## src/logic/serr_pkg.sv

```systemverilog
/*
  Constants for the receive-lane diagnostic register bank: register indices,
  field positions, reset values and encodings.
  Assumes a 32-bit classic Wishbone bus whose byte address is four times the index.
*/
`default_nettype none

package serr_pkg;

  // ---------------------------------------------------------------------------
  // Register indices; byte address is index times four.
  // ---------------------------------------------------------------------------
  localparam logic [9:0] IDX_ERR_CLEAR      = 10'h1f5;
  localparam logic [9:0] IDX_SCAN_COMPLETE  = 10'h1f6;
  localparam logic [9:0] IDX_VOLTAGE_BASE   = 10'h200;
  localparam logic [9:0] IDX_MISMATCH_BASE  = 10'h210;
  localparam logic [9:0] IDX_LOSS_THRESHOLD = 10'h234;
  localparam logic [9:0] IDX_VOTE_SIZE      = 10'h235;
  localparam logic [9:0] IDX_FREEZE         = 10'h238;
  localparam logic [9:0] IDX_PHASE          = 10'h239;
  localparam logic [9:0] IDX_LANE_SELECT    = 10'h23a;
  localparam logic [9:0] IDX_SCAN_CONTROL   = 10'h23b;
  localparam logic [9:0] IDX_IRQ_STATUS     = 10'h23c;
  localparam logic [9:0] IDX_IRQ_MASK       = 10'h23d;

  // ---------------------------------------------------------------------------
  // Reset values and field positions.
  // ---------------------------------------------------------------------------
  localparam logic [0:0] RST_ERR_CLEAR      = 1'h0;
  localparam logic [3:0] RST_LOSS_THRESHOLD = 4'h8;
  localparam logic [3:0] RST_VOTE_SIZE      = 4'h0;
  localparam logic [0:0] RST_FREEZE         = 1'h0;
  localparam logic [3:0] RST_LANE_SELECT    = 4'h0;
  localparam logic [3:0] RST_SCAN_MODE      = 4'h0;
  localparam int         POS_LOSS_ENABLE    = 4;

  // ---------------------------------------------------------------------------
  // Lane map and scan-mode encodings.
  // ---------------------------------------------------------------------------
  localparam int         NUM_LANES          = 16;
  localparam int         NUM_WIRED          = 2;
  localparam logic [3:0] WIRED_LANE_A       = 4'h6;
  localparam logic [3:0] WIRED_LANE_B       = 4'he;
  localparam logic [3:0] MODE_COMPARE       = 4'h1;
  localparam logic [3:0] MODE_COMPARE_ZEROS = 4'h2;
  localparam logic [3:0] MODE_COMPARE_ONES  = 4'h3;
  localparam logic [3:0] MODE_COUNT_ONES    = 4'h4;
  localparam logic [8:0] VOTES_DEFAULT      = 9'h1ff;
  localparam logic [3:0] VOTE_CODE_MIN      = 4'h2;
  localparam logic [3:0] VOTE_CODE_MAX      = 4'h9;
  localparam logic [15:0] COUNT_MAX         = 16'hffff;

  // Interrupt status bit layout: done for lane A, B, then saturation for A, B.
  localparam int         IRQ_W              = 4;

endpackage : serr_pkg

`default_nettype wire

```

## src/logic/serr_regs.sv

```systemverilog
/*
  Receive-lane diagnostic register bank: error/mismatch counters, scan-complete
  vector, per-lane voltage results, loss-of-signal threshold, equalizer vote
  size, recovery freeze and phase readback, with a read-clear interrupt.
  Assumes a classic Wishbone master, lane signals synchronous to clk_i, and
  that only physical lanes 6 and 14 are wired; index 0 of lane ports is lane 6.
*/
// The Wishbone interface to the registers is this design's own decision.
`default_nettype none

module serr_regs
  import serr_pkg::*;
#(
  parameter int ADR_W = 12
) (
  input  wire logic                 clk_i,
  input  wire logic                 rst_i,
  input  wire logic                 wb_cyc_i,
  input  wire logic                 wb_stb_i,
  input  wire logic                 wb_we_i,
  input  wire logic [ADR_W-1:0]     wb_adr_i,
  input  wire logic [3:0]           wb_sel_i,
  input  wire logic [31:0]          wb_dat_i,
  output logic      [31:0]          wb_dat_o,
  output logic                      wb_ack_o,
  input  wire logic [NUM_WIRED-1:0] lane_sample_valid_i,
  input  wire logic [NUM_WIRED-1:0] lane_normal_bit_i,
  input  wire logic [NUM_WIRED-1:0] lane_offset_bit_i,
  input  wire logic [NUM_WIRED-1:0] lane_scan_done_i,
  input  wire logic [5:0]           lane_voltage_a_i,
  input  wire logic [5:0]           lane_voltage_b_i,
  input  wire logic [7:0]           lane_phase_a_i,
  input  wire logic [7:0]           lane_phase_b_i,
  output logic      [3:0]           scan_mode_select_o,
  output logic      [3:0]           signal_loss_threshold_o,
  output logic                      signal_loss_detect_enable_o,
  output logic      [8:0]           equalizer_votes_o,
  output logic                      recovery_freeze_o,
  output logic                      irq_o
);

  // ---------------------------------------------------------------------------
  // Elaboration checks.
  // ---------------------------------------------------------------------------
  if (ADR_W < 12) begin : g_adr_check
    $error("ADR_W must be at least 12 to reach every register");
  end

  if (NUM_WIRED != 2) begin : g_wired_check
    $error("the lane ports serve exactly two wired lanes");
  end

  if (IRQ_W != 2 * NUM_WIRED) begin : g_irq_check
    $error("IRQ_W must hold one done bit and one saturation bit per wired lane");
  end

  if (WIRED_LANE_A == WIRED_LANE_B) begin : g_lane_check
    $error("the two wired lanes must be distinct physical lanes");
  end

  // ---------------------------------------------------------------------------
  // Helper functions.
  // ---------------------------------------------------------------------------
  function automatic logic [8:0] vote_decode(input logic [3:0] code);
    logic [8:0] votes;
    votes = VOTES_DEFAULT;
    if (code >= VOTE_CODE_MIN && code <= VOTE_CODE_MAX) begin
      votes = 9'((10'h1 << (code - 4'h1)) - 10'h1);
    end
    return votes;
  endfunction : vote_decode

  function automatic logic counts(input logic [3:0] mode, input logic nrm, input logic ofs);
    logic hit;
    hit = 1'b0;
    case (mode)
      MODE_COMPARE:       hit = nrm ^ ofs;
      MODE_COMPARE_ZEROS: hit = (nrm ^ ofs) && !nrm;
      MODE_COMPARE_ONES:  hit = (nrm ^ ofs) && nrm;
      MODE_COUNT_ONES:    hit = ofs;
      default:            hit = 1'b0;
    endcase
    return hit;
  endfunction : counts

  function automatic int wired_slot(input logic [3:0] lane);
    int slot;
    slot = -1;
    if (lane == WIRED_LANE_A) begin
      slot = 0;
    end else if (lane == WIRED_LANE_B) begin
      slot = 1;
    end
    return slot;
  endfunction : wired_slot

  // ---------------------------------------------------------------------------
  // Bus decode.
  // ---------------------------------------------------------------------------
  logic [9:0] idx;
  logic       req;
  logic       wr_act;
  logic       rd_act;

  // A request is taken only while ack is low, so a strobe held into the ack cycle is not taken twice.
  assign idx    = wb_adr_i[11:2];
  assign req    = wb_cyc_i && wb_stb_i && !wb_ack_o;
  assign wr_act = req && wb_we_i && wb_sel_i[0];
  assign rd_act = req && !wb_we_i;

  // ---------------------------------------------------------------------------
  // Software-written control registers.
  // ---------------------------------------------------------------------------
  logic                 err_clear_r;
  logic [3:0]           lane_select_r;
  logic [IRQ_W-1:0]     irq_mask_r;

  always_ff @(posedge clk_i) begin
    if (rst_i) begin
      err_clear_r <= RST_ERR_CLEAR;
    end else if (wr_act && idx == IDX_ERR_CLEAR) begin
      err_clear_r <= wb_dat_i[0];
    end
  end

  always_ff @(posedge clk_i) begin
    if (rst_i) begin
      signal_loss_threshold_o <= RST_LOSS_THRESHOLD;
    end else if (wr_act && idx == IDX_LOSS_THRESHOLD) begin
      signal_loss_threshold_o <= wb_dat_i[3:0];
    end
  end

  always_ff @(posedge clk_i) begin
    if (rst_i) begin
      equalizer_votes_o <= vote_decode(RST_VOTE_SIZE);
    end else if (wr_act && idx == IDX_VOTE_SIZE) begin
      equalizer_votes_o <= vote_decode(wb_dat_i[3:0]);
    end
  end

  always_ff @(posedge clk_i) begin
    if (rst_i) begin
      recovery_freeze_o <= RST_FREEZE;
    end else if (wr_act && idx == IDX_FREEZE) begin
      recovery_freeze_o <= wb_dat_i[0];
    end
  end

  always_ff @(posedge clk_i) begin
    if (rst_i) begin
      lane_select_r <= RST_LANE_SELECT;
    end else if (wr_act && idx == IDX_LANE_SELECT) begin
      lane_select_r <= wb_dat_i[3:0];
    end
  end

  // Mode and loss-detect enable share one register.
  always_ff @(posedge clk_i) begin
    if (rst_i) begin
      scan_mode_select_o          <= RST_SCAN_MODE;
      signal_loss_detect_enable_o <= 1'b0;
    end else if (wr_act && idx == IDX_SCAN_CONTROL) begin
      scan_mode_select_o          <= wb_dat_i[3:0];
      signal_loss_detect_enable_o <= wb_dat_i[POS_LOSS_ENABLE];
    end
  end

  always_ff @(posedge clk_i) begin
    if (rst_i) begin
      irq_mask_r <= '0;
    end else if (wr_act && idx == IDX_IRQ_MASK) begin
      irq_mask_r <= wb_dat_i[IRQ_W-1:0];
    end
  end

  // Raw vote code is kept for readback since the decoded count loses reserved codes.
  logic [3:0] vote_code_r;

  always_ff @(posedge clk_i) begin
    if (rst_i) begin
      vote_code_r <= RST_VOTE_SIZE;
    end else if (wr_act && idx == IDX_VOTE_SIZE) begin
      vote_code_r <= wb_dat_i[3:0];
    end
  end

  // ---------------------------------------------------------------------------
  // Per-lane error counters, done flags, results and phase.
  // ---------------------------------------------------------------------------
  logic [15:0]          count_r [NUM_WIRED];
  logic [5:0]           voltage_r [NUM_WIRED];
  logic [7:0]           phase_r [NUM_WIRED];
  logic [NUM_WIRED-1:0] done_r;
  logic [NUM_WIRED-1:0] done_rise;
  logic [NUM_WIRED-1:0] sat_hit;
  logic [5:0]           volt_in [NUM_WIRED];
  logic [7:0]           phase_in [NUM_WIRED];

  assign volt_in[0]  = lane_voltage_a_i;
  assign volt_in[1]  = lane_voltage_b_i;
  assign phase_in[0] = lane_phase_a_i;
  assign phase_in[1] = lane_phase_b_i;

  for (genvar l = 0; l < NUM_WIRED; l++) begin : g_lane
    logic hit;
    assign hit          = lane_sample_valid_i[l] && !done_r[l]
                          && counts(scan_mode_select_o, lane_normal_bit_i[l], lane_offset_bit_i[l]);
    assign done_rise[l] = lane_scan_done_i[l] && !done_r[l];
    assign sat_hit[l]   = hit && !err_clear_r && count_r[l] == COUNT_MAX - 16'h1;

    // Counting saturates at the top so a long scan never wraps back to small values.
    always_ff @(posedge clk_i) begin
      if (rst_i) begin
        count_r[l] <= '0;
      end else if (err_clear_r) begin
        count_r[l] <= '0;
      end else if (hit && count_r[l] != COUNT_MAX) begin
        count_r[l] <= count_r[l] + 16'h1;
      end
    end

    always_ff @(posedge clk_i) begin
      if (rst_i) begin
        done_r[l] <= 1'b0;
      end else begin
        done_r[l] <= lane_scan_done_i[l];
      end
    end

    // The voltage result is captured at the rise of scan done, only while bit 3 of the scan mode is set, so it stays put while read.
    always_ff @(posedge clk_i) begin
      if (rst_i) begin
        voltage_r[l] <= '0;
      end else if (done_rise[l] && scan_mode_select_o[3]) begin
        voltage_r[l] <= volt_in[l];
      end
    end

    // Tracking stops while frozen so the gray-coded phase reads constant.
    always_ff @(posedge clk_i) begin
      if (rst_i) begin
        phase_r[l] <= '0;
      end else if (!recovery_freeze_o) begin
        phase_r[l] <= phase_in[l];
      end
    end
  end

  // ---------------------------------------------------------------------------
  // Scan-complete vector mapped onto physical lanes.
  // ---------------------------------------------------------------------------
  logic [NUM_LANES-1:0] complete_vec;

  always_comb begin
    complete_vec               = '0;
    complete_vec[WIRED_LANE_A] = done_r[0];
    complete_vec[WIRED_LANE_B] = done_r[1];
  end

  // ---------------------------------------------------------------------------
  // Interrupt status: read clears, a new event wins over the clear.
  // ---------------------------------------------------------------------------
  logic [IRQ_W-1:0] irq_status_r;
  logic [IRQ_W-1:0] irq_event;
  logic             irq_clear;

  assign irq_event = {sat_hit, done_rise};
  assign irq_clear = rd_act && idx == IDX_IRQ_STATUS;

  always_ff @(posedge clk_i) begin
    if (rst_i) begin
      irq_status_r <= '0;
    end else begin
      irq_status_r <= (irq_clear ? '0 : irq_status_r) | irq_event;
    end
  end

  always_ff @(posedge clk_i) begin
    if (rst_i) begin
      irq_o <= 1'b0;
    end else begin
      irq_o <= |(irq_status_r & irq_mask_r);
    end
  end

  // ---------------------------------------------------------------------------
  // Read data mux.
  // ---------------------------------------------------------------------------
  logic [31:0] rd_data;
  int          slot;
  logic [3:0]  lane_off;

  assign lane_off = idx[3:0];

  always_comb begin
    rd_data = '0;
    slot    = -1;
    if (idx >= IDX_VOLTAGE_BASE && idx < IDX_VOLTAGE_BASE + 10'(NUM_LANES)) begin
      slot = wired_slot(lane_off);
      if (slot >= 0) begin
        rd_data[5:0] = voltage_r[slot[0]];
      end
    end else if (idx >= IDX_MISMATCH_BASE && idx < IDX_MISMATCH_BASE + 10'(NUM_LANES)) begin
      slot = wired_slot(lane_off);
      if (slot >= 0) begin
        rd_data[15:0] = count_r[slot[0]];
      end
    end else begin
      case (idx)
        IDX_ERR_CLEAR:      rd_data[0]    = err_clear_r;
        IDX_SCAN_COMPLETE:  rd_data[15:0] = complete_vec;
        IDX_LOSS_THRESHOLD: rd_data[3:0]  = signal_loss_threshold_o;
        IDX_VOTE_SIZE:      rd_data[3:0]  = vote_code_r;
        IDX_FREEZE:         rd_data[0]    = recovery_freeze_o;
        IDX_PHASE: begin
          slot = wired_slot(lane_select_r);
          if (slot >= 0) begin
            rd_data[7:0] = phase_r[slot[0]];
          end
        end
        IDX_LANE_SELECT:    rd_data[3:0]  = lane_select_r;
        IDX_SCAN_CONTROL: begin
          rd_data[3:0]            = scan_mode_select_o;
          rd_data[POS_LOSS_ENABLE] = signal_loss_detect_enable_o;
        end
        IDX_IRQ_STATUS:     rd_data[IRQ_W-1:0] = irq_status_r;
        IDX_IRQ_MASK:       rd_data[IRQ_W-1:0] = irq_mask_r;
        default:            rd_data = '0;
      endcase
    end
  end

  // ---------------------------------------------------------------------------
  // Wishbone answer: one wait state, unmapped reads return zero.
  // ---------------------------------------------------------------------------
  always_ff @(posedge clk_i) begin
    if (rst_i) begin
      wb_ack_o <= 1'b0;
    end else begin
      wb_ack_o <= req;
    end
  end

  always_ff @(posedge clk_i) begin
    if (rst_i) begin
      wb_dat_o <= '0;
    end else begin
      wb_dat_o <= rd_act ? rd_data : '0;
    end
  end

endmodule : serr_regs

`default_nettype wire
```

## config.mk

```make
export PLATFORM = sky130hd
export DESIGN_NAME = serr_regs
export DESIGN_NICKNAME = d
export VERILOG_FILES = /design/src/logic/serr_pkg.sv /design/src/logic/serr_regs.sv
export SDC_FILE = /design/constraint.sdc
export NUM_CORES = 1
export LEC_CHECK = 0
export BUFFER_PORTS_ARGS = -buffer_cell sky130_fd_sc_hd__buf_2
export CORE_ASPECT_RATIO = 1.75
export CORE_UTILIZATION = 35
export CTS_BUF_LIST = sky130_fd_sc_hd__clkbuf_4 sky130_fd_sc_hd__clkbuf_8
export CTS_CLUSTER_DIAMETER = 50
export DETAILED_ROUTE_END_ITERATION = 10
export REMOVE_ABC_BUFFERS = 1
export SLEW_MARGIN = 0
export SYNTH_ARGS = -nofsm -noshare
export SYNTH_HDL_FRONTEND = slang
export SYNTH_SLANG_ARGS = --single-unit
export TNS_END_PERCENT = 1
```

## constraint.sdc

```tcl
create_clock -name clk_i -period 2.65 [get_ports clk_i]
set_clock_uncertainty 0.2 [all_clocks]
set_input_delay 0.1325 -clock clk_i [delete_from_list [all_inputs] [get_ports clk_i]]
set_output_delay 0.1325 -clock clk_i [all_outputs]
set_load 0.005 [all_outputs]
```

==> results.ini <==
[sta]
timing.fmax_mhz = 401.9
min_period_over_period = 0.9390
slew_viol_final = 0
rsz0062_at_grt = no
worst_slew_pin_slew_ns = 0.6796
period_needed_ns = 2.488
tns_ns = 0
hold_viol_final = 0
setup_slack_ns = 0.1617
slew_headroom = 0.5469
setup_violations = 0

[global_route]
grt_pass1_wl_mm = 25.81
antenna_found_initial = 0
grt_pass1_vias = 4941
grtUsageTotal = 0.1940
overflow = 0
grt_max_degree = 23

[route]
dr.pass1.iters = 5
wl_per_cell_um = 16.33
drtIter0Drc = 276
vias = 5088
routed_wl_mm = 16.48
drc = 0
drtAntennaViolNets = 0
viasPerCell = 5.043

[yosys]
synth_area_mm2 = 0.006012
ys_top_cells_by_area = edfxtp_1 30%, dfxtp_1 19%, mux2i_1 7.3%
yosysMostFrequentCell = nor2_1
ys.flop_type = edfxtp_1
yosysWarningCount = 0
synth-edff-count = 60
synth_seq_cells = 116
avgSynthCellArea_um2 = 9.635
yosysUniqueCellTypes = 57
yosysTopAreaCellShare = 0.2997
yosys-top-cells-count = 81 x nor2_1, 60 x edfxtp_1, 58 x nand2_1
yosysTopAreaCell = edfxtp_1
async_reset_ff_frac = 0
ys_seq_area_frac = 0.4862
synth_cells = 624

[floorplan]
fp.dieW_um = 101.1
initial_core_util = 0.3564
boundaryPins = 142
die_height_um = 175.4
design.core.area_mm2 = 0.01687
die_area_mm2 = 0.01773
fp-row-count = 63

[flow_run]
maxCapViolations = 0

[clock_network]
clk_pin_slew_ns = 0.07
hold_buffers = 45
root_buffer = clkbuf_8
clock_latency_ns = 0.44
cts_buffers = 17
cts_resized = 0
cts_tree = built
htreeDepth = 4
cts_setup_buffers = 0
clock_sinks = 116
clockBufferDepth = 2

[setup_path]
path_cells = or3b_2, o311ai_0, and4b_1, a211o_1, buf_12
start_kind = register
reg2reg_depth = 5
cp.required_ns = 2.60
cp_max_fo = 16
cpMaxStageDelayCell = or3b_2
worstSetupEndpointType = register
critPathArrivalTime_ns = 2.43
crit_path_max_incr_delay_ns = 0.51
worstSetupPathType = reg2reg

[placement]
gp_congestion = 0.8422
port_buffers = 93
dp_hpwl_mm = 12.21
place_ws_ns = 0.1772

[power_and_ir_drop]
fin_total_pwr_uw = 3813
ir_worst_vdd_uv = 226.8
leakage_uw = 0.003027
powerDensity_mw_per_mm2 = 503.3

[final_layout]
fin_nets = 863
post-route-util = 0.4492
diodes = 0
layout-drive-gt1-share = 0.2097
areaGrowthSynthToFinish_pct = 26.04
multi_input_area_mm2 = 0.002865
fillers = 1657
register_area_mm2 = 0.002923

[min_path]
hp-class = in2reg
holdPathStages = 4

[outcome]
status = complete, no violations

## metal layers
metal | track usage | wire length [µm]
met4 | 0.1304 | 821
met5 | 0 | 0
met3 | 0.03581 | 643
met2 | 0.3399 | 8692
met1 | 0.2076 | 6318
## cells in the final DEF (no fill, tap or decap), drive strengths merged, types with 12 or more instances in the layout
cell / instances
a21oi: 28
and2: 30
buf: 117
clkbuf: 20
conb: 16
dfxtp: 56
dlygate4sd3: 45
edfxtp: 60
mux2i: 44
nand2: 58
nand3: 32
nor2: 81
nor2b: 12
o21ai: 27
xor2: 21
## stage by stage
| step | cell area, µm² | hold slack (ns) | std cells |
|---|---|---|---|
| after floorplan | 5808 | 0.001566 | 588 |
| after global placement | 6756 | 0.1876 | 932 |
| after detailed placement | 6756 | 0.1861 | 932 |
| after CTS | 7577 | 0.05104 | 1009 |
| after global routing | 7577 | 0.1099 | 1009 |
| final | 7577 | 0.08834 | 1009 |
## where the power goes
part	internal [µW]	switching [µW]	leakage (µW)
registers	1920	34.3	0.00109
clock network	784	765	0.000186
logic	146	160	0.00175
total	2850	959	0.00303
## flip-flops by register name, summed over array words and instances, names as in the netlist, 2 cells and up
signal and count:
complete_vec 2, count_r 32, equalizer_votes_o 9, irq_mask_r 4, irq_status_r 4, lane_select_r 4, phase_r 16, scan_mode_select_o 4
signal_loss_threshold_o 4, voltage_r 12, vote_code_r 4, wb_dat_o 16
## critical path, delay by kind of cell (launching register included)
family / cells / cell delay (ns)
DFF: 1 / 0.49
buffers and inverters: 1 / 0.16
AOI/OAI and AO/OA: 2 / 0.58
and+or+nand+nor: 2 / 0.77
## cell type report
| type | instances | share of cell area |
|---|---|---|
| tap | 227 | 0.03748 |
| multi-input combinational | 465 | 0.3781 |
| timing repair buffer | 162 | 0.1463 |
| sequential | 116 | 0.3857 |
| clock buffer | 20 | 0.03468 |
| clock inverter | 12 | 0.01420 |
| inverter | 7 | 0.003468 |
## logic make-up (layout without fill, tap and decap cells)
group | after synthesis | count (layout) | share of synthesized area
compound gates | 94 | 94 | 0.09657
xor+xnor | 28 | 28 | 0.04079
fa+ha+maj | 5 | 5 | 0.01041
buf+inv | 58 | 201 | 0.04766
flops | 116 | 116 | 0.4862
mux | 50 | 50 | 0.08637
other cells | 1 | 16 | 0.0006238
simple gates | 272 | 272 | 0.2314
## worst paths after layout
kind                                             from                     to  slack (ns)
worst min-delay path                      wb_adr_i[3]  scan_mode_select_o[2]        0.09
worst max-delay path            scan_mode_select_o[0]         count_r[1][11]        0.16
worst min register to register   equalizer_votes_o[5]   equalizer_votes_o[5]        0.26
worst max register to register  scan_mode_select_o[0]         count_r[1][11]        0.16
Note: power is estimated with default switching activity, not from simulation.
